[config.mk]
export PLATFORM = sky130hd
export DESIGN_NAME = hdlc_sync_framer
export DESIGN_NICKNAME = d
export VERILOG_FILES = /design/src/rtl/hdlc_pkg.sv /design/src/rtl/hdlc_sync_framer.sv
export VERILOG_INCLUDE_DIRS = /design/src /design/src/rtl
export SDC_FILE = /design/constraint.sdc
export NUM_CORES = 1
export LEC_CHECK = 0
export ABC_AREA = 0
export BUFFER_PORTS_ARGS = -buffer_cell sky130_fd_sc_hd__buf_2
export CAP_MARGIN = 20
export CORE_ASPECT_RATIO = 0.7
export CORE_MARGIN = 5
export CORE_UTILIZATION = 45
export CTS_BUF_LIST = sky130_fd_sc_hd__clkbuf_4 sky130_fd_sc_hd__clkbuf_8
export CTS_CLUSTER_DIAMETER = 60
export DETAILED_ROUTE_END_ITERATION = 8
export SETUP_SLACK_MARGIN = 0.05
export SYNTH_ARGS = -nofsm -noshare
export SYNTH_HDL_FRONTEND = slang
export SYNTH_SLANG_ARGS = --single-unit
export TNS_END_PERCENT = 30
[constraint.sdc]
create_clock -name ref_clk -period 11.1 [get_ports ref_clk]
set_clock_uncertainty 0.15 [all_clocks]
set_input_delay 1.11 -clock ref_clk [delete_from_list [all_inputs] [get_ports ref_clk]]
set_output_delay 1.11 -clock ref_clk [all_outputs]
set_load 0.01 [all_outputs]
[src/rtl/hdlc_framer_defs.svh]
// Constants for the HDLC framer: register offsets, field positions, reset values, timing.
// Assumes a 40 MHz reference clock and byte addresses on a 32-bit AXI4-Lite register bus.
`ifndef HDLC_FRAMER_DEFS_SVH
`define HDLC_FRAMER_DEFS_SVH
`define CLK_PERIOD_NS 25
`define TX_BIT_NS 200
`define OFS_INT_CTRL 8'h00
`define OFS_RX_CTRL 8'h04
`define OFS_MODE 8'h08
`define OFS_TX_CTRL 8'h0c
`define OFS_SYNC_LOW 8'h10
`define OFS_SYNC_HIGH 8'h14
`define OFS_MAIN_STAT 8'h18
`define OFS_RX_STAT 8'h1c
`define OFS_TX_DATA 8'h20
`define OFS_RX_DATA 8'h24
`define OFS_COMMAND 8'h28
`define OFS_TX_LENGTH 8'h2c
`define OFS_TX_COUNT 8'h30
`define IC_TXLEN_BIT 6
`define RC_LEN_HI 7
`define RC_LEN_LO 6
`define RC_AUTO_EN 5
`define RC_CRC_EN 3
`define RC_ADDR_SRCH 2
`define RC_RX_EN 0
`define MS_SYNC_HI 5
`define MS_SYNC_LO 4
`define SYNC_HDLC 2'b10
`define TC_LEN_HI 6
`define TC_LEN_LO 5
`define TC_TX_EN 3
`define TC_POLY 2
`define TC_CRC_EN 0
`define ST_RX_AVAIL 0
`define ST_TBE 2
`define ST_EOM 6
`define RS_CRC_ERR 6
`define CMD_CRC_PRESET 0
`define CMD_EOM_RESET 1
`define CMD_ABORT 2
`define REG_RESET 8'h00
`define FLAG_PATTERN 8'h7e
`define CRC_PRESET 16'hffff
`define CRC_GOOD 16'hf0b8
`define POLY_CCITT 16'h8408
`define POLY_CRC16 16'ha001
`define FLAG_BITS 5'd8
`define ABORT_BITS 5'd8
`define CRC_BITS 5'd16
`define ABORT_WORD 16'h00ff
`define IDLE_WORD 16'hffff
`define STUFF_RUN 3'd5
`define ABORT_RUN 3'd6
`define ONES_MAX 3'd7
`define RX_DELAY_BITS 3'd7
`define CRC_CHECK_BITS 5'd16
`define AXI_OKAY 2'b00
`define AXI_SLVERR 2'b10
`endif

[src/rtl/hdlc_pkg.sv]
// Types shared by the HDLC framer: state encodings and the serial link input bundle.
// Assumes the constants header is on the include path.
package hdlc_pkg;
	typedef enum logic [2:0] {
		TX_IDLE = 3'b000,
		TX_FLAG = 3'b001,
		TX_DATA = 3'b010,
		TX_CRC = 3'b011,
		TX_ABORT = 3'b100
	} tx_state_e;
	typedef enum logic [1:0] {
		RX_HUNT = 2'b00,
		RX_ADDR = 2'b01,
		RX_DATA = 2'b10,
		RX_SKIP = 2'b11
	} rx_state_e;
	typedef struct packed {
		logic serial_rx_clock;
		logic rx_data;
		logic cts_n;
	} link_in_s;
endpackage

[src/rtl/hdlc_sync_framer.sv]
// HDLC framer for one serial channel: AXI4-Lite registers, transmit framing, receive deframing.
// Assumes link inputs are asynchronous to ref_clk and a receive clock well below ref_clk / 4.
// What this block does, and what it expects of the host and the far end
// A received character enters the receive CRC only while receive CRC enable is set.
// CRC error status reflects the check 16 bit times after a character is buffered.
// Far end keeps receive clock running 16 bit times after the last CRC byte.
// Flags delimit every frame, both sent and detected.
// Received flags never reach the buffer; control field passes as plain data.
// With address search on, frames whose address differs from the station address are dropped.
// Transmit CRC presets to ones by command; receive CRC restarts on an opening flag.
// Receive character length comes from bits 7:6: 00=5, 01=7, 10=6, 11=8.
// HDLC operation is selected by mode field bits 5:4 equal to 10.
// Polynomial select zero gives the CCITT polynomial x16+x12+x5+1.
// With transmit enabled, flags go out until the first data byte is written.
// Host should let at least two flags out before its first write.
// Enabling the transmitter with an empty buffer raises no transmit request.
// With bit 6 of interrupt control set, a loaded flag raises the transmit request.
// In auto enable mode, sending starts only once clear-to-send is active.
// Characters go out LSB first with the transmit length from bits 6:5.
// Transmit length is applied when the character moves into the shifter.
// Enhanced variant presets the transmit CRC whenever a flag is loaded.
// On underrun CRC is appended only if end-of-message is zero.
// With length check on, underrun sends CRC on count match, abort otherwise.
// A zero is inserted after five ones in frame content; receiver removes it.
// Transmit buffer empty shows in status bit 2; host writes only while set.
// Receiver drops a zero after five ones and takes 01111110 as a flag.
//
// The implementer's own choices: the AXI4-Lite register port and the register addresses.
`timescale 1ns/1ps
`include "hdlc_framer_defs.svh"
module hdlc_sync_framer #(
	parameter int TX_DIV = `TX_BIT_NS / `CLK_PERIOD_NS,
	parameter bit ENHANCED = 1'b1,
	parameter int LEN_W = 16
) (
	input wire logic ref_clk,
	input wire logic nrst,
	input wire logic [7:0] awaddr,
	input wire logic awvalid,
	output logic awready,
	input wire logic [31:0] wdata,
	input wire logic [3:0] wstrb,
	input wire logic wvalid,
	output logic wready,
	output logic [1:0] bresp,
	output logic bvalid,
	input wire logic bready,
	input wire logic [7:0] araddr,
	input wire logic arvalid,
	output logic arready,
	output logic [31:0] rdata,
	output logic [1:0] rresp,
	output logic rvalid,
	input wire logic rready,
	input wire hdlc_pkg::link_in_s link_in,
	output logic txd,
	output logic dma_request
);
	import hdlc_pkg::*;

	function automatic logic [15:0] crc_char(input logic [15:0] crc, input logic [7:0] d,
		input logic [3:0] len, input logic [15:0] poly);
		logic [15:0] c;
		logic fb;
		c = crc;
		for (int i = 0; i < 8; i++) begin
			fb = c[0] ^ d[i];
			if (i < int'(len)) begin
				c = (c >> 1) ^ (fb ? poly : 16'h0000);
			end
		end
		return c;
	endfunction

	function automatic logic [3:0] char_len(input logic [1:0] code);
		return (code == 2'b00) ? 4'h5 : (code == 2'b01) ? 4'h7 : (code == 2'b10) ? 4'h6 : 4'h8;
	endfunction

	logic [7:0] interrupt_control_reg;
	logic [7:0] receive_control_reg;
	logic [7:0] mode_select_reg;
	logic [7:0] transmit_control_reg;
	logic [7:0] sync_low_address_reg;
	logic [7:0] sync_high_flag_reg;
	logic [LEN_W-1:0] tx_length;
	logic [LEN_W-1:0] tx_count;

	// Bus slave state
	logic aw_have;
	logic w_have;
	logic [7:0] wr_addr;
	logic [31:0] wr_data;
	logic [3:0] wr_strb;
	logic [31:0] rd_value;
	logic rd_hit;

	// Link synchroniser; only the second stage is read by logic
	link_in_s link_meta;
	link_in_s link_sync;
	logic rx_clock_last;

	// Receive path
	rx_state_e rx_state;
	logic [7:0] rx_raw;
	logic [2:0] rx_ones;
	logic [6:0] rx_delay;
	logic [2:0] rx_dcount;
	logic [7:0] rx_char;
	logic [3:0] rx_ccount;
	logic [15:0] rx_crc;
	logic rx_crc_restart;
	logic rx_pending;
	logic [4:0] crc_wait;
	logic crc_err;
	logic [7:0] rx_data_reg;
	logic rx_avail;

	// Transmit path
	tx_state_e tx_state;
	logic [$clog2(TX_DIV+1)-1:0] tx_div_cnt;
	logic [15:0] tx_shift;
	logic [4:0] tx_left;
	logic tx_stuff;
	logic [2:0] tx_ones;
	logic [15:0] tx_crc;
	logic [7:0] tx_buf;
	logic tx_full;
	logic end_of_message;
	logic abort_req;
	logic req_armed;

	// Register decode
	wire write_fire = aw_have & w_have & ~bvalid;
	wire lane0 = write_fire & wr_strb[0];
	wire wr_tx_data = lane0 & (wr_addr == `OFS_TX_DATA);
	wire wr_command = lane0 & (wr_addr == `OFS_COMMAND);
	wire cmd_crc_preset = wr_command & wr_data[`CMD_CRC_PRESET];
	wire cmd_eom_reset = wr_command & wr_data[`CMD_EOM_RESET];
	wire cmd_abort = wr_command & wr_data[`CMD_ABORT];
	wire wr_known = (wr_addr <= `OFS_TX_LENGTH) & (wr_addr[1:0] == 2'b00) &
		(wr_addr != `OFS_MAIN_STAT) & (wr_addr != `OFS_RX_STAT) & (wr_addr != `OFS_RX_DATA);
	wire read_fire = arvalid & arready;
	wire rd_rx_data = read_fire & (araddr == `OFS_RX_DATA);

	wire hdlc_mode = mode_select_reg[`MS_SYNC_HI:`MS_SYNC_LO] == `SYNC_HDLC;
	wire [15:0] crc_poly = transmit_control_reg[`TC_POLY] ? `POLY_CRC16 : `POLY_CCITT;
	wire [3:0] rx_len = char_len(receive_control_reg[`RC_LEN_HI:`RC_LEN_LO]);
	wire [3:0] tx_len = char_len(transmit_control_reg[`TC_LEN_HI:`TC_LEN_LO]);
	wire [7:0] main_status = {1'b0, end_of_message, 3'b000, ~tx_full, 1'b0, rx_avail};
	wire [7:0] rx_status = {1'b0, crc_err, 6'b000000};

	assign rd_hit = (araddr[1:0] == 2'b00) & (araddr <= `OFS_TX_COUNT) & (araddr != `OFS_TX_DATA) &
		(araddr != `OFS_COMMAND);
	assign rd_value =
		(araddr == `OFS_INT_CTRL) ? {24'h000000, interrupt_control_reg} :
		(araddr == `OFS_RX_CTRL) ? {24'h000000, receive_control_reg} :
		(araddr == `OFS_MODE) ? {24'h000000, mode_select_reg} :
		(araddr == `OFS_TX_CTRL) ? {24'h000000, transmit_control_reg} :
		(araddr == `OFS_SYNC_LOW) ? {24'h000000, sync_low_address_reg} :
		(araddr == `OFS_SYNC_HIGH) ? {24'h000000, sync_high_flag_reg} :
		(araddr == `OFS_MAIN_STAT) ? {24'h000000, main_status} :
		(araddr == `OFS_RX_STAT) ? {24'h000000, rx_status} :
		(araddr == `OFS_RX_DATA) ? {24'h000000, rx_data_reg} :
		(araddr == `OFS_TX_LENGTH) ? 32'(tx_length) :
		(araddr == `OFS_TX_COUNT) ? 32'(tx_count) : 32'h00000000;

	// Write channel: address and data accepted in either order, response after both
	always_ff @(posedge ref_clk) begin
		if (!nrst) begin
			aw_have <= 1'b0;
			w_have <= 1'b0;
			awready <= 1'b1;
			wready <= 1'b1;
			bvalid <= 1'b0;
			bresp <= `AXI_OKAY;
			wr_addr <= 8'h00;
			wr_data <= 32'h00000000;
			wr_strb <= 4'h0;
		end else begin
			if (awvalid && awready) begin
				aw_have <= 1'b1;
				awready <= 1'b0;
				wr_addr <= awaddr;
			end
			if (wvalid && wready) begin
				w_have <= 1'b1;
				wready <= 1'b0;
				wr_data <= wdata;
				wr_strb <= wstrb;
			end
			if (write_fire) begin
				bvalid <= 1'b1;
				bresp <= wr_known ? `AXI_OKAY : `AXI_SLVERR;
			end
			if (bvalid && bready) begin
				bvalid <= 1'b0;
				aw_have <= 1'b0;
				w_have <= 1'b0;
				awready <= 1'b1;
				wready <= 1'b1;
			end
		end
	end

	// Read channel: one cycle from address to data
	always_ff @(posedge ref_clk) begin
		if (!nrst) begin
			arready <= 1'b1;
			rvalid <= 1'b0;
			rdata <= 32'h00000000;
			rresp <= `AXI_OKAY;
		end else if (read_fire) begin
			arready <= 1'b0;
			rvalid <= 1'b1;
			rdata <= rd_hit ? rd_value : 32'h00000000;
			rresp <= rd_hit ? `AXI_OKAY : `AXI_SLVERR;
		end else if (rvalid && rready) begin
			rvalid <= 1'b0;
			arready <= 1'b1;
		end
	end

	always_ff @(posedge ref_clk) begin
		if (!nrst) begin
			interrupt_control_reg <= `REG_RESET;
			receive_control_reg <= `REG_RESET;
			mode_select_reg <= `REG_RESET;
			transmit_control_reg <= `REG_RESET;
			sync_low_address_reg <= `REG_RESET;
			sync_high_flag_reg <= `FLAG_PATTERN;
			tx_length <= '0;
		end else if (lane0) begin
			if (wr_addr == `OFS_INT_CTRL) interrupt_control_reg <= wr_data[7:0];
			if (wr_addr == `OFS_RX_CTRL) receive_control_reg <= wr_data[7:0];
			if (wr_addr == `OFS_MODE) mode_select_reg <= wr_data[7:0];
			if (wr_addr == `OFS_TX_CTRL) transmit_control_reg <= wr_data[7:0];
			if (wr_addr == `OFS_SYNC_LOW) sync_low_address_reg <= wr_data[7:0];
			if (wr_addr == `OFS_SYNC_HIGH) sync_high_flag_reg <= wr_data[7:0];
			if (wr_addr == `OFS_TX_LENGTH) tx_length <= wr_data[LEN_W-1:0];
		end
	end

	always_ff @(posedge ref_clk) begin
		if (!nrst) begin
			link_meta <= '{serial_rx_clock: 1'b0, rx_data: 1'b1, cts_n: 1'b1};
			link_sync <= '{serial_rx_clock: 1'b0, rx_data: 1'b1, cts_n: 1'b1};
			rx_clock_last <= 1'b0;
		end else begin
			link_meta <= link_in;
			link_sync <= link_meta;
			rx_clock_last <= link_sync.serial_rx_clock;
		end
	end

	// Receive: flags are seen on the raw line; data is destuffed, then delayed seven bits
	// so a flag's own bits are discarded before they could reach a character.
	wire rx_tick = link_sync.serial_rx_clock & ~rx_clock_last;
	wire rx_bit = link_sync.rx_data;
	wire [7:0] rx_raw_next = {rx_bit, rx_raw[7:1]};
	wire rx_flag = rx_raw_next == `FLAG_PATTERN;
	wire rx_stuffed = ~rx_bit & (rx_ones == `STUFF_RUN);
	wire rx_abort = rx_bit & (rx_ones == `ABORT_RUN);
	wire rx_out_valid = rx_dcount == `RX_DELAY_BITS;
	wire rx_active = (rx_state == RX_ADDR) | (rx_state == RX_DATA);
	wire [7:0] rx_char_next = {rx_delay[0], rx_char[7:1]};
	wire [7:0] rx_value = rx_char_next >> (4'h8 - rx_len);
	wire rx_char_done = rx_tick & rx_active & rx_out_valid & ~rx_flag & ~rx_abort & ~rx_stuffed &
		(rx_ccount + 4'h1 == rx_len);
	wire rx_addr_miss = (rx_state == RX_ADDR) & receive_control_reg[`RC_ADDR_SRCH] &
		(rx_value != sync_low_address_reg);
	wire rx_deliver = rx_char_done & ~rx_addr_miss;
	wire rx_crc_take = rx_pending & receive_control_reg[`RC_CRC_EN];
	wire [15:0] rx_crc_check = rx_crc_take ? crc_char(rx_crc, rx_data_reg, rx_len, crc_poly) : rx_crc;

	always_ff @(posedge ref_clk) begin
		if (!nrst) begin
			rx_state <= RX_HUNT;
			rx_raw <= 8'h00;
			rx_ones <= 3'd0;
			rx_delay <= 7'h00;
			rx_dcount <= 3'd0;
			rx_char <= 8'h00;
			rx_ccount <= 4'h0;
		end else if (rx_tick) begin
			rx_raw <= rx_raw_next;
			rx_ones <= !rx_bit ? 3'd0 : (rx_ones == `ONES_MAX) ? `ONES_MAX : rx_ones + 3'd1;
			if (!receive_control_reg[`RC_RX_EN] || !hdlc_mode) begin
				rx_state <= RX_HUNT;
				rx_dcount <= 3'd0;
			end else if (rx_flag) begin
				rx_state <= RX_ADDR;
				rx_dcount <= 3'd0;
				rx_ccount <= 4'h0;
			end else if (rx_abort) begin
				rx_state <= RX_HUNT;
				rx_dcount <= 3'd0;
			end else if (!rx_stuffed) begin
				rx_delay <= {rx_bit, rx_delay[6:1]};
				if (!rx_out_valid) rx_dcount <= rx_dcount + 3'd1;
				if (rx_out_valid && rx_active) begin
					rx_char <= rx_char_next;
					rx_ccount <= rx_char_done ? 4'h0 : rx_ccount + 4'h1;
				end
				if (rx_char_done) rx_state <= rx_addr_miss ? RX_SKIP : RX_DATA;
			end
		end
	end

	// Receive CRC: a buffered character is folded in at the next load, or at the check,
	// so the host may still decide on it while it sits in the buffer.
	always_ff @(posedge ref_clk) begin
		if (!nrst) begin
			rx_crc <= `CRC_PRESET;
			rx_crc_restart <= 1'b1;
			rx_pending <= 1'b0;
			crc_wait <= 5'd0;
			crc_err <= 1'b0;
			rx_data_reg <= 8'h00;
		end else begin
			if (rx_tick && rx_flag) rx_crc_restart <= 1'b1;
			if (rx_tick && crc_wait != 5'd0) crc_wait <= crc_wait - 5'd1;
			if (rx_tick && crc_wait == 5'd1) crc_err <= rx_crc_check != `CRC_GOOD;
			if (rx_deliver) begin
				rx_data_reg <= rx_value;
				rx_pending <= 1'b1;
				crc_wait <= `CRC_CHECK_BITS;
				if (rx_crc_restart || (rx_tick && rx_flag)) begin
					rx_crc <= `CRC_PRESET;
					rx_crc_restart <= 1'b0;
				end else if (rx_crc_take) begin
					rx_crc <= rx_crc_check;
				end
			end
		end
	end

	// New character wins over a simultaneous read of the data register
	always_ff @(posedge ref_clk) begin
		if (!nrst) rx_avail <= 1'b0;
		else if (rx_deliver) rx_avail <= 1'b1;
		else if (rd_rx_data) rx_avail <= 1'b0;
	end

	// Transmit bit rate enable
	wire tx_tick = tx_div_cnt == '0;
	always_ff @(posedge ref_clk) begin
		if (!nrst) tx_div_cnt <= '0;
		else tx_div_cnt <= tx_tick ? ($bits(tx_div_cnt))'(TX_DIV - 1) : tx_div_cnt - 1'b1;
	end

	// Transmit element selection when the shifter runs empty
	wire tx_en = transmit_control_reg[`TC_TX_EN] & hdlc_mode;
	wire cts_ok = ~receive_control_reg[`RC_AUTO_EN] | ~link_sync.cts_n;
	wire stuff_due = tx_stuff & (tx_ones == `STUFF_RUN);
	wire need_load = (tx_left == 5'd0) & ~stuff_due;
	wire len_bad = interrupt_control_reg[`IC_TXLEN_BIT] & (tx_count != tx_length);
	logic [15:0] ld_shift;
	logic [4:0] ld_left;
	logic ld_stuff;
	tx_state_e ld_state;
	logic flag_load;
	logic data_load;
	logic underrun;

	always_comb begin
		ld_shift = {8'h00, `FLAG_PATTERN};
		ld_left = `FLAG_BITS;
		ld_stuff = 1'b0;
		ld_state = TX_FLAG;
		flag_load = 1'b0;
		data_load = 1'b0;
		underrun = 1'b0;
		if (!cts_ok && (tx_state == TX_IDLE)) begin
			ld_shift = `IDLE_WORD;
			ld_left = 5'd1;
			ld_state = TX_IDLE;
		end else if (abort_req) begin
			ld_shift = `ABORT_WORD;
			ld_left = `ABORT_BITS;
			ld_state = TX_ABORT;
		end else if (tx_full && tx_state != TX_CRC) begin
			ld_shift = {8'h00, tx_buf};
			ld_left = {1'b0, tx_len};
			ld_stuff = 1'b1;
			ld_state = TX_DATA;
			data_load = 1'b1;
		end else if (tx_state == TX_DATA && !end_of_message) begin
			underrun = 1'b1;
			if (len_bad) begin
				ld_shift = `ABORT_WORD;
				ld_left = `ABORT_BITS;
				ld_state = TX_ABORT;
			end else begin
				ld_shift = ~tx_crc;
				ld_left = `CRC_BITS;
				ld_stuff = 1'b1;
				ld_state = TX_CRC;
			end
		end else begin
			underrun = tx_state == TX_DATA;
			flag_load = 1'b1;
		end
	end

	wire [15:0] cur_shift = need_load ? ld_shift : tx_shift;
	wire [4:0] cur_left = need_load ? ld_left : tx_left;
	wire tx_go = tx_tick & tx_en;
	wire tx_write_ok = wr_tx_data & ~tx_full;

	always_ff @(posedge ref_clk) begin
		if (!nrst) begin
			tx_state <= TX_IDLE;
			tx_shift <= `IDLE_WORD;
			tx_left <= 5'd0;
			tx_stuff <= 1'b0;
			tx_ones <= 3'd0;
			txd <= 1'b1;
		end else if (tx_tick && !tx_en) begin
			tx_state <= TX_IDLE;
			tx_left <= 5'd0;
			tx_stuff <= 1'b0;
			tx_ones <= 3'd0;
			txd <= 1'b1;
		end else if (tx_go && stuff_due) begin
			txd <= 1'b0;
			tx_ones <= 3'd0;
		end else if (tx_go) begin
			if (need_load) begin
				tx_state <= ld_state;
				tx_stuff <= ld_stuff;
			end
			txd <= cur_shift[0];
			tx_shift <= cur_shift >> 1;
			tx_left <= cur_left - 5'd1;
			tx_ones <= !cur_shift[0] ? 3'd0 : (tx_ones == `ONES_MAX) ? `ONES_MAX : tx_ones + 3'd1;
		end
	end

	wire ld_now = tx_go & need_load;
	always_ff @(posedge ref_clk) begin
		if (!nrst) begin
			tx_crc <= `CRC_PRESET;
			tx_buf <= 8'h00;
			tx_full <= 1'b0;
			end_of_message <= 1'b1;
			abort_req <= 1'b0;
			tx_count <= '0;
		end else begin
			if (tx_write_ok) tx_buf <= wdata_byte(wr_data);
			if (cmd_crc_preset || (ENHANCED && ld_now && flag_load)) tx_crc <= `CRC_PRESET;
			if (ld_now && flag_load) tx_count <= '0;
			if (cmd_abort) abort_req <= 1'b1;
			if (ld_now && ld_state == TX_ABORT && abort_req) abort_req <= 1'b0;
			if (cmd_eom_reset) end_of_message <= 1'b0;
			if (ld_now && data_load) begin
				if (transmit_control_reg[`TC_CRC_EN]) tx_crc <= crc_char(tx_crc, tx_buf, tx_len, crc_poly);
				tx_count <= tx_count + 1'b1;
				if (ENHANCED) end_of_message <= 1'b0;
			end
			if (ld_now && underrun) end_of_message <= 1'b1;
			if (tx_write_ok) tx_full <= 1'b1;
			else if ((ld_now && data_load) || cmd_abort) tx_full <= 1'b0;
		end
	end

	function automatic logic [7:0] wdata_byte(input logic [31:0] w);
		return w[7:0];
	endfunction

	// Request is held back until the first write, or a flag load when the option is set
	always_ff @(posedge ref_clk) begin
		if (!nrst) begin
			req_armed <= 1'b0;
			dma_request <= 1'b0;
		end else begin
			if (!tx_en) req_armed <= 1'b0;
			else if (tx_write_ok) req_armed <= 1'b1;
			else if (ld_now && flag_load && interrupt_control_reg[`IC_TXLEN_BIT]) req_armed <= 1'b1;
			dma_request <= tx_en & req_armed & ~tx_full & ~tx_write_ok;
		end
	end
endmodule // hdlc_sync_framer

# After elaboration in Yosys (flattened, before gate mapping)
# Index checks and enable logic that the tools add are counted.
# word_totals
regBits	285
output_inout_bits	43
wordCells	454
# classes
addsub	9
order_cmp	18
eq_ne	49
n_shift	1
n_mux	155
bitwise_logic	91
reduce_logical	73
# op_table
cell	n
16-bit two-way mux	79
15-bit by 16-bit XOR with 16-bit output	16
8-bit by 5-bit == test with 1-bit output (second input constant)	6
8-bit by 6-bit == test with 1-bit output (second input constant)	6
3-bit two-way mux	15
4-bit two-way mux	11
1-bit AND	40
5-bit two-way mux	8
1-bit two-way mux	34
8-bit by 4-bit == test with 1-bit output (second input constant)	4
3-bit by 4-bit less-than comparator with 1-bit output (first input constant)	8
8-bit by 6-bit inequality test with 1-bit output (second input constant)	3
3-bit == test (second input constant)	7
2-bit AND reduction	10
2-bit nonzero test	10
1-bit logical AND	19
16-bit by 1-bit adder with 16-bit output (second input constant)	1
8-bit by 3-bit == test with 1-bit output (second input constant)	2
8-bit by 6-bit less-or-equal comparator with 1-bit output (second input constant)	2
8-bit logical NOT	2
1-bit by 4-bit less-than comparator with 1-bit output (first input constant)	4
2-bit by 4-bit less-than comparator with 1-bit output (first input constant)	4
16-bit inequality test	1
16-bit inequality test (second input constant)	1
37 further kinds	103

# Depth between registers and ports, before layout
# Gate-level depths: netlist (run 1).
# logic_depth
depth_word	57
mapped_depth	17
mapped_depth_nobuf	15

# Least setup slack after synthesis (run 1)
# OpenSTA, ideal clock, no wires.
# synth_path
path_type	register -> register
start	reg receive_control_reg[7]
end	reg rx_crc[8]
setup_time_ps	129
arrival_ps	3894
required_time_ps	10821
path_slack_ps	6926
stages_incl_launch_ff	16
n_path_buf	1
synth_period_minus_slack_ps	4174
cell_sequence	dfxtp_1 -> clkbuf_1 -> inv_1 -> ha_1 -> xnor2_1 -> mux4_2 -> nand2_1 -> xnor2_1 -> nor4_1 -> nand4_1 -> nand3_1 -> and2_1 -> a21boi_0 -> or4b_2 -> o21ai_0 -> nand2_1
# synth_between
elab_chain_cells	37
elab_cells_between_ends	55
# synth_lines
element	line	source
start: declaration	hdlc_sync_framer.sv:80	logic [7:0] receive_control_reg;
start signal: assignment	hdlc_sync_framer.sv:226	receive_control_reg <= `REG_RESET;
start signal: assignment	hdlc_sync_framer.sv:234	if (wr_addr == `OFS_RX_CTRL) receive_control_reg <= wr_data[7:0];
2-bit == test	hdlc_sync_framer.sv:76	return (code == 2'b00) ? 4'h5 : (code == 2'b01) ? 4'h7 : (code == 2'b10) ? 4'h6 : 4'h8;
4-bit two-way mux (2 in a row)	hdlc_sync_framer.sv:76	
4-bit two-way mux *	hdlc_sync_framer.sv:76	
1-bit by 4-bit less-than comparator with 1-bit output	hdlc_sync_framer.sv:68	if (i < int'(len)) begin
16-bit two-way mux	hdlc_sync_framer.sv:68	
1-bit XOR	hdlc_sync_framer.sv:67	fb = c[0] ^ d[i];
16-bit two-way mux	hdlc_sync_framer.sv:69	c = (c >> 1) ^ (fb ? poly : 16'h0000);
15-bit by 16-bit XOR with 16-bit output	hdlc_sync_framer.sv:69	
[... 20 more ...]	--	
16-bit two-way mux	hdlc_sync_framer.sv:68	
1-bit XOR	hdlc_sync_framer.sv:67	
16-bit two-way mux	hdlc_sync_framer.sv:69	
15-bit by 16-bit XOR with 16-bit output	hdlc_sync_framer.sv:69	
16-bit two-way mux	hdlc_sync_framer.sv:68	
16-bit two-way mux	hdlc_sync_framer.sv:273	wire [15:0] rx_crc_check = rx_crc_take ? crc_char(rx_crc, rx_data_reg, rx_len, crc_poly) : rx_crc;
16-bit two-way mux	hdlc_sync_framer.sv:330	end else if (rx_crc_take) begin
16-bit two-way mux	hdlc_sync_framer.sv:327	if (rx_crc_restart || (rx_tick && rx_flag)) begin
end signal: assignment	hdlc_sync_framer.sv:313	rx_crc <= `CRC_PRESET;
end signal: assignment	hdlc_sync_framer.sv:328	rx_crc <= `CRC_PRESET;
end signal: assignment	hdlc_sync_framer.sv:331	rx_crc <= rx_crc_check;
end: declaration	hdlc_sync_framer.sv:110	logic [15:0] rx_crc;
# Mark *: on every way between the ends. The rest lies on a longest branch, timed or not. The select of a mux whose other input is x is not followed.
# A chain may end at the register's enable or synchronous reset.

# Worst setup path in the final report (run 1)
# layout_path
start	reg receive_control_reg[7]
end	reg crc_err
# layout_between
elab_chain_cells	36
elab_cells_between_ends	45
# layout_lines
element	line	source
2-bit == test	hdlc_sync_framer.sv:76	
4-bit two-way mux (2 in a row)	hdlc_sync_framer.sv:76	
4-bit two-way mux *	hdlc_sync_framer.sv:76	
1-bit by 4-bit less-than comparator with 1-bit output	hdlc_sync_framer.sv:68	
16-bit two-way mux	hdlc_sync_framer.sv:68	
1-bit XOR	hdlc_sync_framer.sv:67	
16-bit two-way mux	hdlc_sync_framer.sv:69	
15-bit by 16-bit XOR with 16-bit output	hdlc_sync_framer.sv:69	
[... 19 more ...]	--	
15-bit by 16-bit XOR with 16-bit output	hdlc_sync_framer.sv:69	
16-bit two-way mux	hdlc_sync_framer.sv:68	
1-bit XOR	hdlc_sync_framer.sv:67	
16-bit two-way mux	hdlc_sync_framer.sv:69	
15-bit by 16-bit XOR with 16-bit output	hdlc_sync_framer.sv:69	
16-bit two-way mux *	hdlc_sync_framer.sv:68	
16-bit two-way mux *	hdlc_sync_framer.sv:273	
16-bit inequality test (no line) *	--	
end signal: assignment	hdlc_sync_framer.sv:322	if (rx_tick && crc_wait == 5'd1) crc_err <= rx_crc_check != `CRC_GOOD;
end: declaration	hdlc_sync_framer.sv:114	logic crc_err;
# Mark *: on every way between the ends. The rest lies on a longest branch, timed or not.

==> results of run 1 <==
kinds of logic (layout without fill, tap and decap cells):
family          count (synthesis)  after routing  synth area share, %
simple gates                  788            788                 22.9
compound gates                491            491                 19.6
flops                         264            264                 33.8
buf+inv                       180            192                 4.77
mux                           137            137                 9.46
xor+xnor                      116            116                 7.15
fa+ha+maj                      29             29                 2.32
other cells                     1             18               0.0240
metrics by stage:
step                std cells  setup WS, ns  util, %  power [µW]  hold WS, ns
floorplan                2023          6.93        -        1050        0.236
global placement         2428          5.30     46.8        1070        0.242
detailed placement       2429          5.24     46.8        1070        0.247
CTS                      2507          5.20     49.7        2030        0.261
global route             2507          4.77     49.7        2090        0.286
finish                   2507          5.13     49.7        2010        0.258
worst register-to-register path: stages, from the launching register on:
cell	delay (ns)
dfxtp_1	0.68
ha_1	0.80
ha_1	0.27
buf_4	0.39
mux2i_1	0.32
nor2_1	0.06
a311o_1	0.36
a21o_4	0.24
a32o_2	0.30
nor3_4	0.53
mux2i_1	0.15
a222oi_1	0.61
mux2i_1	0.18
or3_1	0.41
nor4b_2	0.28
a31oi_1	0.10
power groups by stage:
stage | Combinational (µW) | Clock (µW) | Sequential [µW]
2_1_floorplan | 62.3 | 0 | 988
3_3_place_gp | 76.6 | 0 | 997
3_5_place_dp | 77.9 | 0 | 997
4_1_cts | 77.7 | 977 | 976
5_1_grt | 87.3 | 1020 | 978
6_report | 78.0 | 957 | 977
layout make-up:
type	instances	area [µm²]	share of cell area [%]
sequential	264	5290	30.9
clock inverter	8	78.8	0.460
inverter	28	110	0.643
timing repair buffer	86	480	2.81
multi-input combinational	1579	9650	56.4
clock buffer	70	920	5.37
tap	472	591	3.45
cell usage after synthesis, types with 10 or more instances:
master	number
nand2_1	284
inv_1	26
and2_1	16
buf_1	14
o21ai_0	97
nor2b_1	17
nor4_1	15
o22ai_1	27
o21a_1	11
clkbuf_1	118
ha_1	29
nor3_1	47
buf_4	18
a22o_1	11
a211oi_1	19
xnor2_1	59
mux2_2	11
mux2i_1	118
or3_1	11
nor2_1	224
dfxtp_1	264
a21oi_1	178
nand3_1	85
a22oi_1	20
nand4_1	20
nand2b_1	24
xor2_1	50
o211ai_1	27
a211o_1	11
o221ai_1	10
a31oi_1	14
worst max-delay path by stage:
stage / to / startpoint / depth (start not counted) / slack, ns
floorplan: rx_crc[8] / receive_control_reg[7] / 15 / 6.93
global placement: crc_err / receive_control_reg[7] / 15 / 5.30
detailed placement: crc_err / receive_control_reg[7] / 15 / 5.24
CTS: crc_err / receive_control_reg[7] / 15 / 5.20
global route: crc_err / receive_control_reg[7] / 15 / 4.77
finish: crc_err / receive_control_reg[7] / 15 / 5.13
routing by layer:
layer	part of all wire, %	GRT usage [%]	vias up
met5	0.048	0	-
met4	1.5	4.57	4
met3	7.8	5.09	61
met2	41	32.0	446
met1	49	34.6	6934
li1	-	-	7079
==> impl_metrics.yaml, run 1 <==
final_layout:
  area_growth_pct: 9.61
  drive_gt1_share_pct: 10.1
  design_area_um2: 17100
  final_common_cell: "nand2_1"
  antennaDiodeCount: 0
  layout_common_cells: "nand2_1 (284), dfxtp_1 (263), nor2_1 (224), a21oi_1 (178), mux2i_1 (118)"
  nets: 2093
  fill_cells: 3428
worst_setup_path:
  critPathArrivalTime_ns: 6.24
  timing.rr.start: "receive_control_reg[7]"
  crit_buf_inv: 1
  cp_common_cell: "mux2i_1"
  crit_path_top_delay_cell: "ha_1"
  cp_top_family: "compound AO/OA/AOI/OAI gates"
  crit_required_ns: 11.38
  endpoint_kind: "register"
  worstSetupPathType: "register to register"
  reg2reg_to: "crc_err"
  crit_fanout: 39
  startpoint_type: "register"
  crit_chain: "ha_1, ha_1, buf_4, mux2i_1, nor2_1, a311o_1, a21o_4, a32o_2, nor3_4, mux2i_1, a222oi_1, mux2i_1, or3_1, nor4b_2, a31oi_1"
  r2r.worst_path.cells: 15
  crit_path_max_incr_delay_ns: 0.80
  r2r_slack_ns: 5.13
die:
  die_w_um: 233
  dieArea_um2: 38600
  start_util_pct: 45.3
  die_height_um: 166
  core_um2: 34400
  rows: 57
  ioPinCount: 105
flow_run:
  drv_cap: 0
global_routing:
  grt_pass1_wl_mm: 71.8
  grt_pass1_vias: 13300
  grt_overflow: 0
  antenna_found_initial: 2
  grt_use_total_pct: 22.5
  grt_max_degree: 94
cts:
  clockBufferDepth: 3
  postCtsSetupRepairBufs: 0
  clock_latency_ns: 0.58
  cts.sinks: 264
  cts_tree: "yes"
  ctsResizeCount: 0
  numCtsBuffers: 43
  ctsHoldBuffers: 0
  htreeDepth: 2
  cts_root_buf: "clkbuf_8"
  clk_pin_slew_worst_paths_ns: 0.06
synthesis:
  syn_inst: 2006
  synth-seq-cells: 264
  yosys-top-cells-area: "dfxtp_1 (34%), mux2i_1 (7.6%), nand2_1 (6.8%), a21oi_1 (5.7%), nor2_1 (5.4%)"
  synthArstFlopShare_pct: 0
  synth_largest_area_cell: "dfxtp_1"
  synth_edf_count: 0
  synth-main-ff-cell: "dfxtp_1"
  avgSynthCellArea_um2: 7.79
  netlist_area_um2: 15600
  yosysWarnings: 0
  ys_seq_area_share_pct: 33.8
  synth_cell_types: 77
  synth_top_area_share_pct: 33.8
pwr:
  pwr-share-seq_pct: 48.6
  power.share.clock_pct: 47.6
  vdd_drop_max_uv: 93.8
  power_switching_uw: 477
  power.leakage_uw: 0.00679
  power_density_nw_per_um2: 117
  combPwrFrac_pct: 3.9
  intPower_uw: 1530
  switching_share_pct: 23.7
sta:
  worstMarginPinSlew_ns: 1.08
  relSlewSlack_pct: 28.1
  finalHoldViolations: 0
  min_period_ns: 5.97
  rsz0062_at_grt: "false"
  fmax_mhz: 168
  period_share_pct: 53.8
  setup_viol: 0
  drv_slew: 0
  fin_tns_setup_ns: 0
worst_hold_path:
  hold_depth: 1
  min_to: "link_sync[0]"
  hold_path.startpoint: "link_meta[0]"
  hold_path.class: "register to register"
detailed_routing:
  vias: 14500
  antenna_left: 0
  drc: 0
  drt-vias-per-instance: 5.79
  drt-initial-drc-count: 1540
  drt_first_pass_iters: 8
  wl_per_cell_um: 18.2
  wl_mm: 45.5
outcome:
  status: "complete, no violations"
placement:
  gp_congestion: 0.899
  hpwl_mm: 32.2
  dpl_cell_area_um2: 16100
  io_buffers: 67
Note: power is estimated with default switching activity, not from simulation.
==> run 2, diff against run 1 <==
==> constraint.sdc (replaced) <==
create_clock -name ref_clk -period 5.23 [get_ports ref_clk]
set_clock_uncertainty 0.15 [all_clocks]
set_input_delay 0.523 -clock ref_clk [delete_from_list [all_inputs] [get_ports ref_clk]]
set_output_delay 0.523 -clock ref_clk [all_outputs]
set_load 0.01 [all_outputs]
==> run 2 against run 1 <==
Compared with the run above: critical path depth unchanged; highest routed layer unchanged; critical path type unchanged; critical endpoint unchanged; sequential power grew 110%; combinational power is 110% higher.
==> impl_metrics.yaml, run 2 (synthesis results as in run 1) <==
worst_setup_path:
  r2r_slack_ns: 0.47
  startpoint_type: "register"
  crit_required_ns: 5.49
  reg2reg_to: "crc_err"
  endpoint_kind: "register"
  crit_fanout: 12
  timing.rr.start: "receive_control_reg[7]"
  worstSetupPathType: "register to register"
  r2r.worst_path.cells: 15
  critPathArrivalTime_ns: 5.02
final_layout:
  final_common_cell: "nand2_1"
  fill_cells: 3376
  final_cell_count_no_fill: 2515
  layout_common_cells: "nand2_1 (284), dfxtp_1 (263), nor2_1 (224), a21oi_1 (178), mux2i_1 (118)"
  nets: 2106
  area_growth_pct: 9.32
  drive_gt1_share_pct: 10.4
  antennaDiodeCount: 0
global_routing:
  grt_pass1_wl_mm: 72.6
  grt_pass1_vias: 13200
  grt_max_degree: 66
  antenna_found_initial: 2
  grt_use_total_pct: 22.7
  grt_overflow: 0
flow_run:
  drv_cap: 0
die:
  ioPinCount: 105
  core_um2: 34400
  die_w_um: 233
  die_height_um: 166
  rows: 57
  dieArea_um2: 38600
  start_util_pct: 45.3
sta:
  fin_tns_setup_ns: 0
  relSlewSlack_pct: 27.2
  worstMarginPinSlew_ns: 1.08
  period_share_pct: 91.0
  setup_viol: 0
  fmax_mhz: 210
  finalHoldViolations: 0
  drv_slew: 0
  min_period_ns: 4.76
  rsz0062_at_grt: "false"
placement:
  gp_congestion: 0.910
  io_buffers: 67
  placedCellCount: 2440
  hpwl_mm: 32.8
detailed_routing:
  drt-vias-per-instance: 5.79
  vias: 14600
  wl_mm: 45.7
  wl_per_cell_um: 18.2
  drt-initial-drc-count: 1438
  drc: 0
  antenna_left: 0
  drt_first_pass_iters: 7
pwr:
  vdd_drop_max_uv: 178
  power.leakage_uw: 0.00678
  power_density_nw_per_um2: 236
cts:
  cts.sinks: 264
  cts_root_buf: "clkbuf_8"
  cts_tree: "yes"
  htreeDepth: 2
  numCtsBuffers: 42
  clock_latency_ns: 0.57
  clockBufferDepth: 3
  clk_pin_slew_worst_paths_ns: 0.06
outcome:
  status: "complete, no violations"
worst_hold_path:
  hold_depth: 2
  hold_path.class: "input port to register"
  min_to: "wready"
  hold_path.startpoint: "wvalid"
run 2: cell types whose count changed in the layout (fill, tap and decap cells not counted), moves of 2 or more:
cell / delta
clkinv_4: -2
dlygate4sd3_1: +2
clkbuf_8: -13
clkinv_2: +3
clkbuf_4: +6
buf_4: +13
run 2: metal layers:
metal | routed length [µm] | global-route usage, %
met1 | 22600 | 35.8
met2 | 18700 | 31.9
met3 | 3750 | 4.80
met4 | 542 | 4.06
met5 | 13 | 0
run 2: worst max-delay path by stage:
stage | from | to | slack [ns]
after floorplan | receive_control_reg[7] | rx_crc[8] | 1.06
after global placement | receive_control_reg[7] | crc_err | 0.50
after detailed placement | receive_control_reg[7] | crc_err | 0.38
after CTS | receive_control_reg[7] | crc_err | 0.36
after global routing | receive_control_reg[7] | crc_err | 0.19
final | receive_control_reg[7] | crc_err | 0.47
run 2: cell type report:
class / count / area (µm²) / share of cell area, %
timing repair buffer: 100 / 588 / 3.44
clock buffer: 63 / 786 / 4.60
sequential: 264 / 5290 / 31.0
tap: 472 / 591 / 3.46
clock inverter: 9 / 51.3 / 0.300
multi-input combinational: 1579 / 9660 / 56.6
inverter: 28 / 110 / 0.645
run 2: critical path, cell delays in order (launching register included):
cell      delay [ns]
dfxtp_1         0.67
ha_1            0.28
ha_1            0.44
mux2i_1         0.32
nor2_1          0.07
a311o_1         0.35
a21o_4          0.23
a32o_2          0.29
nor3_4          0.22
buf_4           0.23
mux2_2          0.40
nand4b_1        0.11
mux2i_1         0.10
or3_1           0.40
nor4b_2         0.28
a31oi_1         0.11
run 2: stage by stage:
step	setup WS (ns)	hold WS, ns	utilization, %	total power [µW]	area (µm²)
final	0.471	0.0345	49.6	4030	17100
after global routing	0.190	0.0155	49.6	4200	17100
after CTS	0.364	0.00776	49.5	4070	17100
after detailed placement	0.384	0.241	47.0	2280	16200
after global placement	0.497	0.240	47.0	2280	16200
after floorplan	1.06	0.236	-	2230	15700
run 2: where the power goes:
| group | total, µW | switching [µW] | internal (µW) | leakage [µW] |
|---|---|---|---|---|
| logic | 167 | 113 | 53.7 | 0.00419 |
| registers | 2070 | 35.5 | 2040 | 0.00214 |
| clock network | 1790 | 832 | 961 | 0.000451 |
| total | 4030 | 981 | 3050 | 0.00678 |
run 2: repair_timing:
action | 4_1_cts | 5_1_grt
gates resized for setup | 0 | 1
hold buffers | 2 | 0
hold endpoints to repair | 2 | 0
setup buffers | 0 | 1
endpoints found under the setup margin | 0 | 7
==> run 3, diff against run 2 <==
--- a/config.mk
+++ b/config.mk
@@ -7,7 +7,7 @@
 export NUM_CORES = 1
 export LEC_CHECK = 0
 export ABC_AREA = 0
-export BUFFER_PORTS_ARGS = -buffer_cell sky130_fd_sc_hd__buf_2
+export BUFFER_PORTS_ARGS = -buffer_cell sky130_fd_sc_hd__buf_4
 export CAP_MARGIN = 20
 export CORE_ASPECT_RATIO = 0.7
 export CORE_MARGIN = 5
==> run 3 against run 2 <==
Compared with the run above: register-to-register slack better by 0.08 ns; largest cell class unchanged; clock-buffer cell count is the same; highest routed layer is now met4; cell count grew 0.48%.
==> impl_metrics.yaml, run 3 (synthesis results as in run 1) <==
global_routing:
  use_met3_pct: 4.67
  grtUsageMet1_pct: 36.2
  grt.busiest_layer: "met1"
  grt_use_total_pct: 23.0
  antenna_found_initial: 0
  use_met2_pct: 32.5
  grt_max_degree: 84
  grt_pass1_wl_mm: 73.5
  grt_overflow: 0
  grt_pass1_vias: 13200
sta:
  fmax_mhz: 214
  fin_tns_setup_ns: 0
  relSlewSlack_pct: 41.9
  min_period_ns: 4.68
  setup_viol: 0
  drv_slew: 0
  period_share_pct: 89.5
  finalHoldViolations: 0
  worstMarginPinSlew_ns: 0.865
  rsz0062_at_grt: "false"
pwr:
  power.leakage_uw: 0.00691
  power_density_nw_per_um2: 245
  power_uw: 4260
  vdd_drop_max_uv: 210
cts:
  cts_tree: "yes"
  clk_pin_slew_worst_paths_ns: 0.07
  htreeDepth: 2
  numCtsBuffers: 43
  cts.sinks: 264
  clockBufferDepth: 3
  cts_root_buf: "clkbuf_8"
  clock_latency_ns: 0.58
  ctsResizeCount: 0
detailed_routing:
  antenna_left: 0
  drt-initial-drc-count: 1463
  vias: 14600
  drt-vias-per-instance: 5.78
  wl_mm: 46.2
  drt_first_pass_iters: 6
  wl_per_cell_um: 18.3
  drc: 0
final_layout:
  area_growth_pct: 11.6
  layout_common_cells: "nand2_1 (284), dfxtp_1 (263), nor2_1 (224), a21oi_1 (178), mux2i_1 (118)"
  final_common_cell: "nand2_1"
  multi_input_area_um2: 9650
  utilization_pct: 50.6
  seq_area_um2: 5290
  fill_cells: 3367
  drive_gt1_share_pct: 10.7
  nets: 2114
  antennaDiodeCount: 0
outcome:
  status: "complete, no violations"
worst_hold_path:
  hold_depth: 3
  hold_path.class: "input port to register"
die:
  rows: 57
  core_um2: 34400
  ioPinCount: 105
  die_height_um: 166
  die_w_um: 233
  dieArea_um2: 38600
  start_util_pct: 45.3
worst_setup_path:
  crit_required_ns: 5.53
  critPathArrivalTime_ns: 4.98
  crit_path_top_delay_cell: "dfxtp_1"
  crit_path_max_incr_delay_ns: 0.66
  endpoint_kind: "register"
  crit_chain: "ha_1, inv_1, ha_1, buf_4, nand2_1, nor3_1, a311o_1, a21o_4, a32o_2, nor3_4, buf_4, mux2_2, nand4b_1, mux2i_1, or3_1, nor4b_2, a31oi_1"
  worstSetupPathType: "register to register"
  startpoint_type: "register"
  crit_fanout: 16
  r2r.worst_path.cells: 17
flow_run:
  drv_cap: 0
placement:
  gp_congestion: 0.902
  hpwl_mm: 33.0
  io_buffers: 67
-- run 3: worst max-delay path, delay by kind of cell, from the launching register on --
| family | cells | cell delay (ns) |
|---|---|---|
| multiplexers | 2 | 0.49 |
| AND/OR/NAND/NOR | 6 | 1.24 |
| buffers and inverters | 3 | 0.49 |
| flip-flops | 1 | 0.66 |
| AO/OA/AOI/OAI | 4 | 1.01 |
| adder cells (fa/ha/maj) | 2 | 0.50 |
-- run 3: timing repair --
item	CTS	global route
setup endpoints to repair	0	1
hold buffers	5	0
hold endpoints to repair	5	0
setup buffers	0	1
-- run 3: path summary, 6_finish.rpt --
| check | endpoint | from | slack, ns |
|---|---|---|---|
| setup / recovery | crc_err | receive_control_reg[7] | 0.55 |
| hold / removal | wr_data[10] | wdata[10] | 0.04 |
| setup reg to reg | crc_err | receive_control_reg[7] | 0.55 |
| hold reg to reg | rx_bit | link_meta[1] | 0.26 |
-- run 3: through the flow --
stage	area [µm²]	worst slack [ns]	hold WS (ns)	instances
2_1_floorplan	15700	1.06	0.236	2023
3_3_place_gp	16400	0.505	0.237	2444
3_5_place_dp	16400	0.425	0.251	2444
4_1_cts	17400	0.403	0.000251	2526
5_1_grt	17400	0.272	0.0134	2527
6_report	17400	0.547	0.0375	2527
-- run 3: routing by layer --
layer / wire [µm] / up-vias / share of wire (%)
met2: 19000 / 472 / 41
met3: 3530 / 52 / 7.7
met5: 0 / - / 0
met1: 23000 / 6955 / 50
met4: 660 / 0 / 1.4
li1: - / 7123 / -
-- run 3: cell type report --
type                            count  share of cell area (%)
Tap cell                          472                    3.39
Clock buffer                       63                    4.72
Clock inverter                     14                   0.826
Sequential cell                   264                    30.3
Inverter                           28                   0.632
Timing Repair Buffer              107                    4.68
Multi-Input combinational cell   1579                    55.4
-- run 3: where the power goes --
part	leakage, µW	total, µW	switching [µW]	internal (µW)
Sequential	0.00214	2070	36.5	2040
Clock	0.000507	2010	889	1120
Combinational	0.00427	180	114	65.8
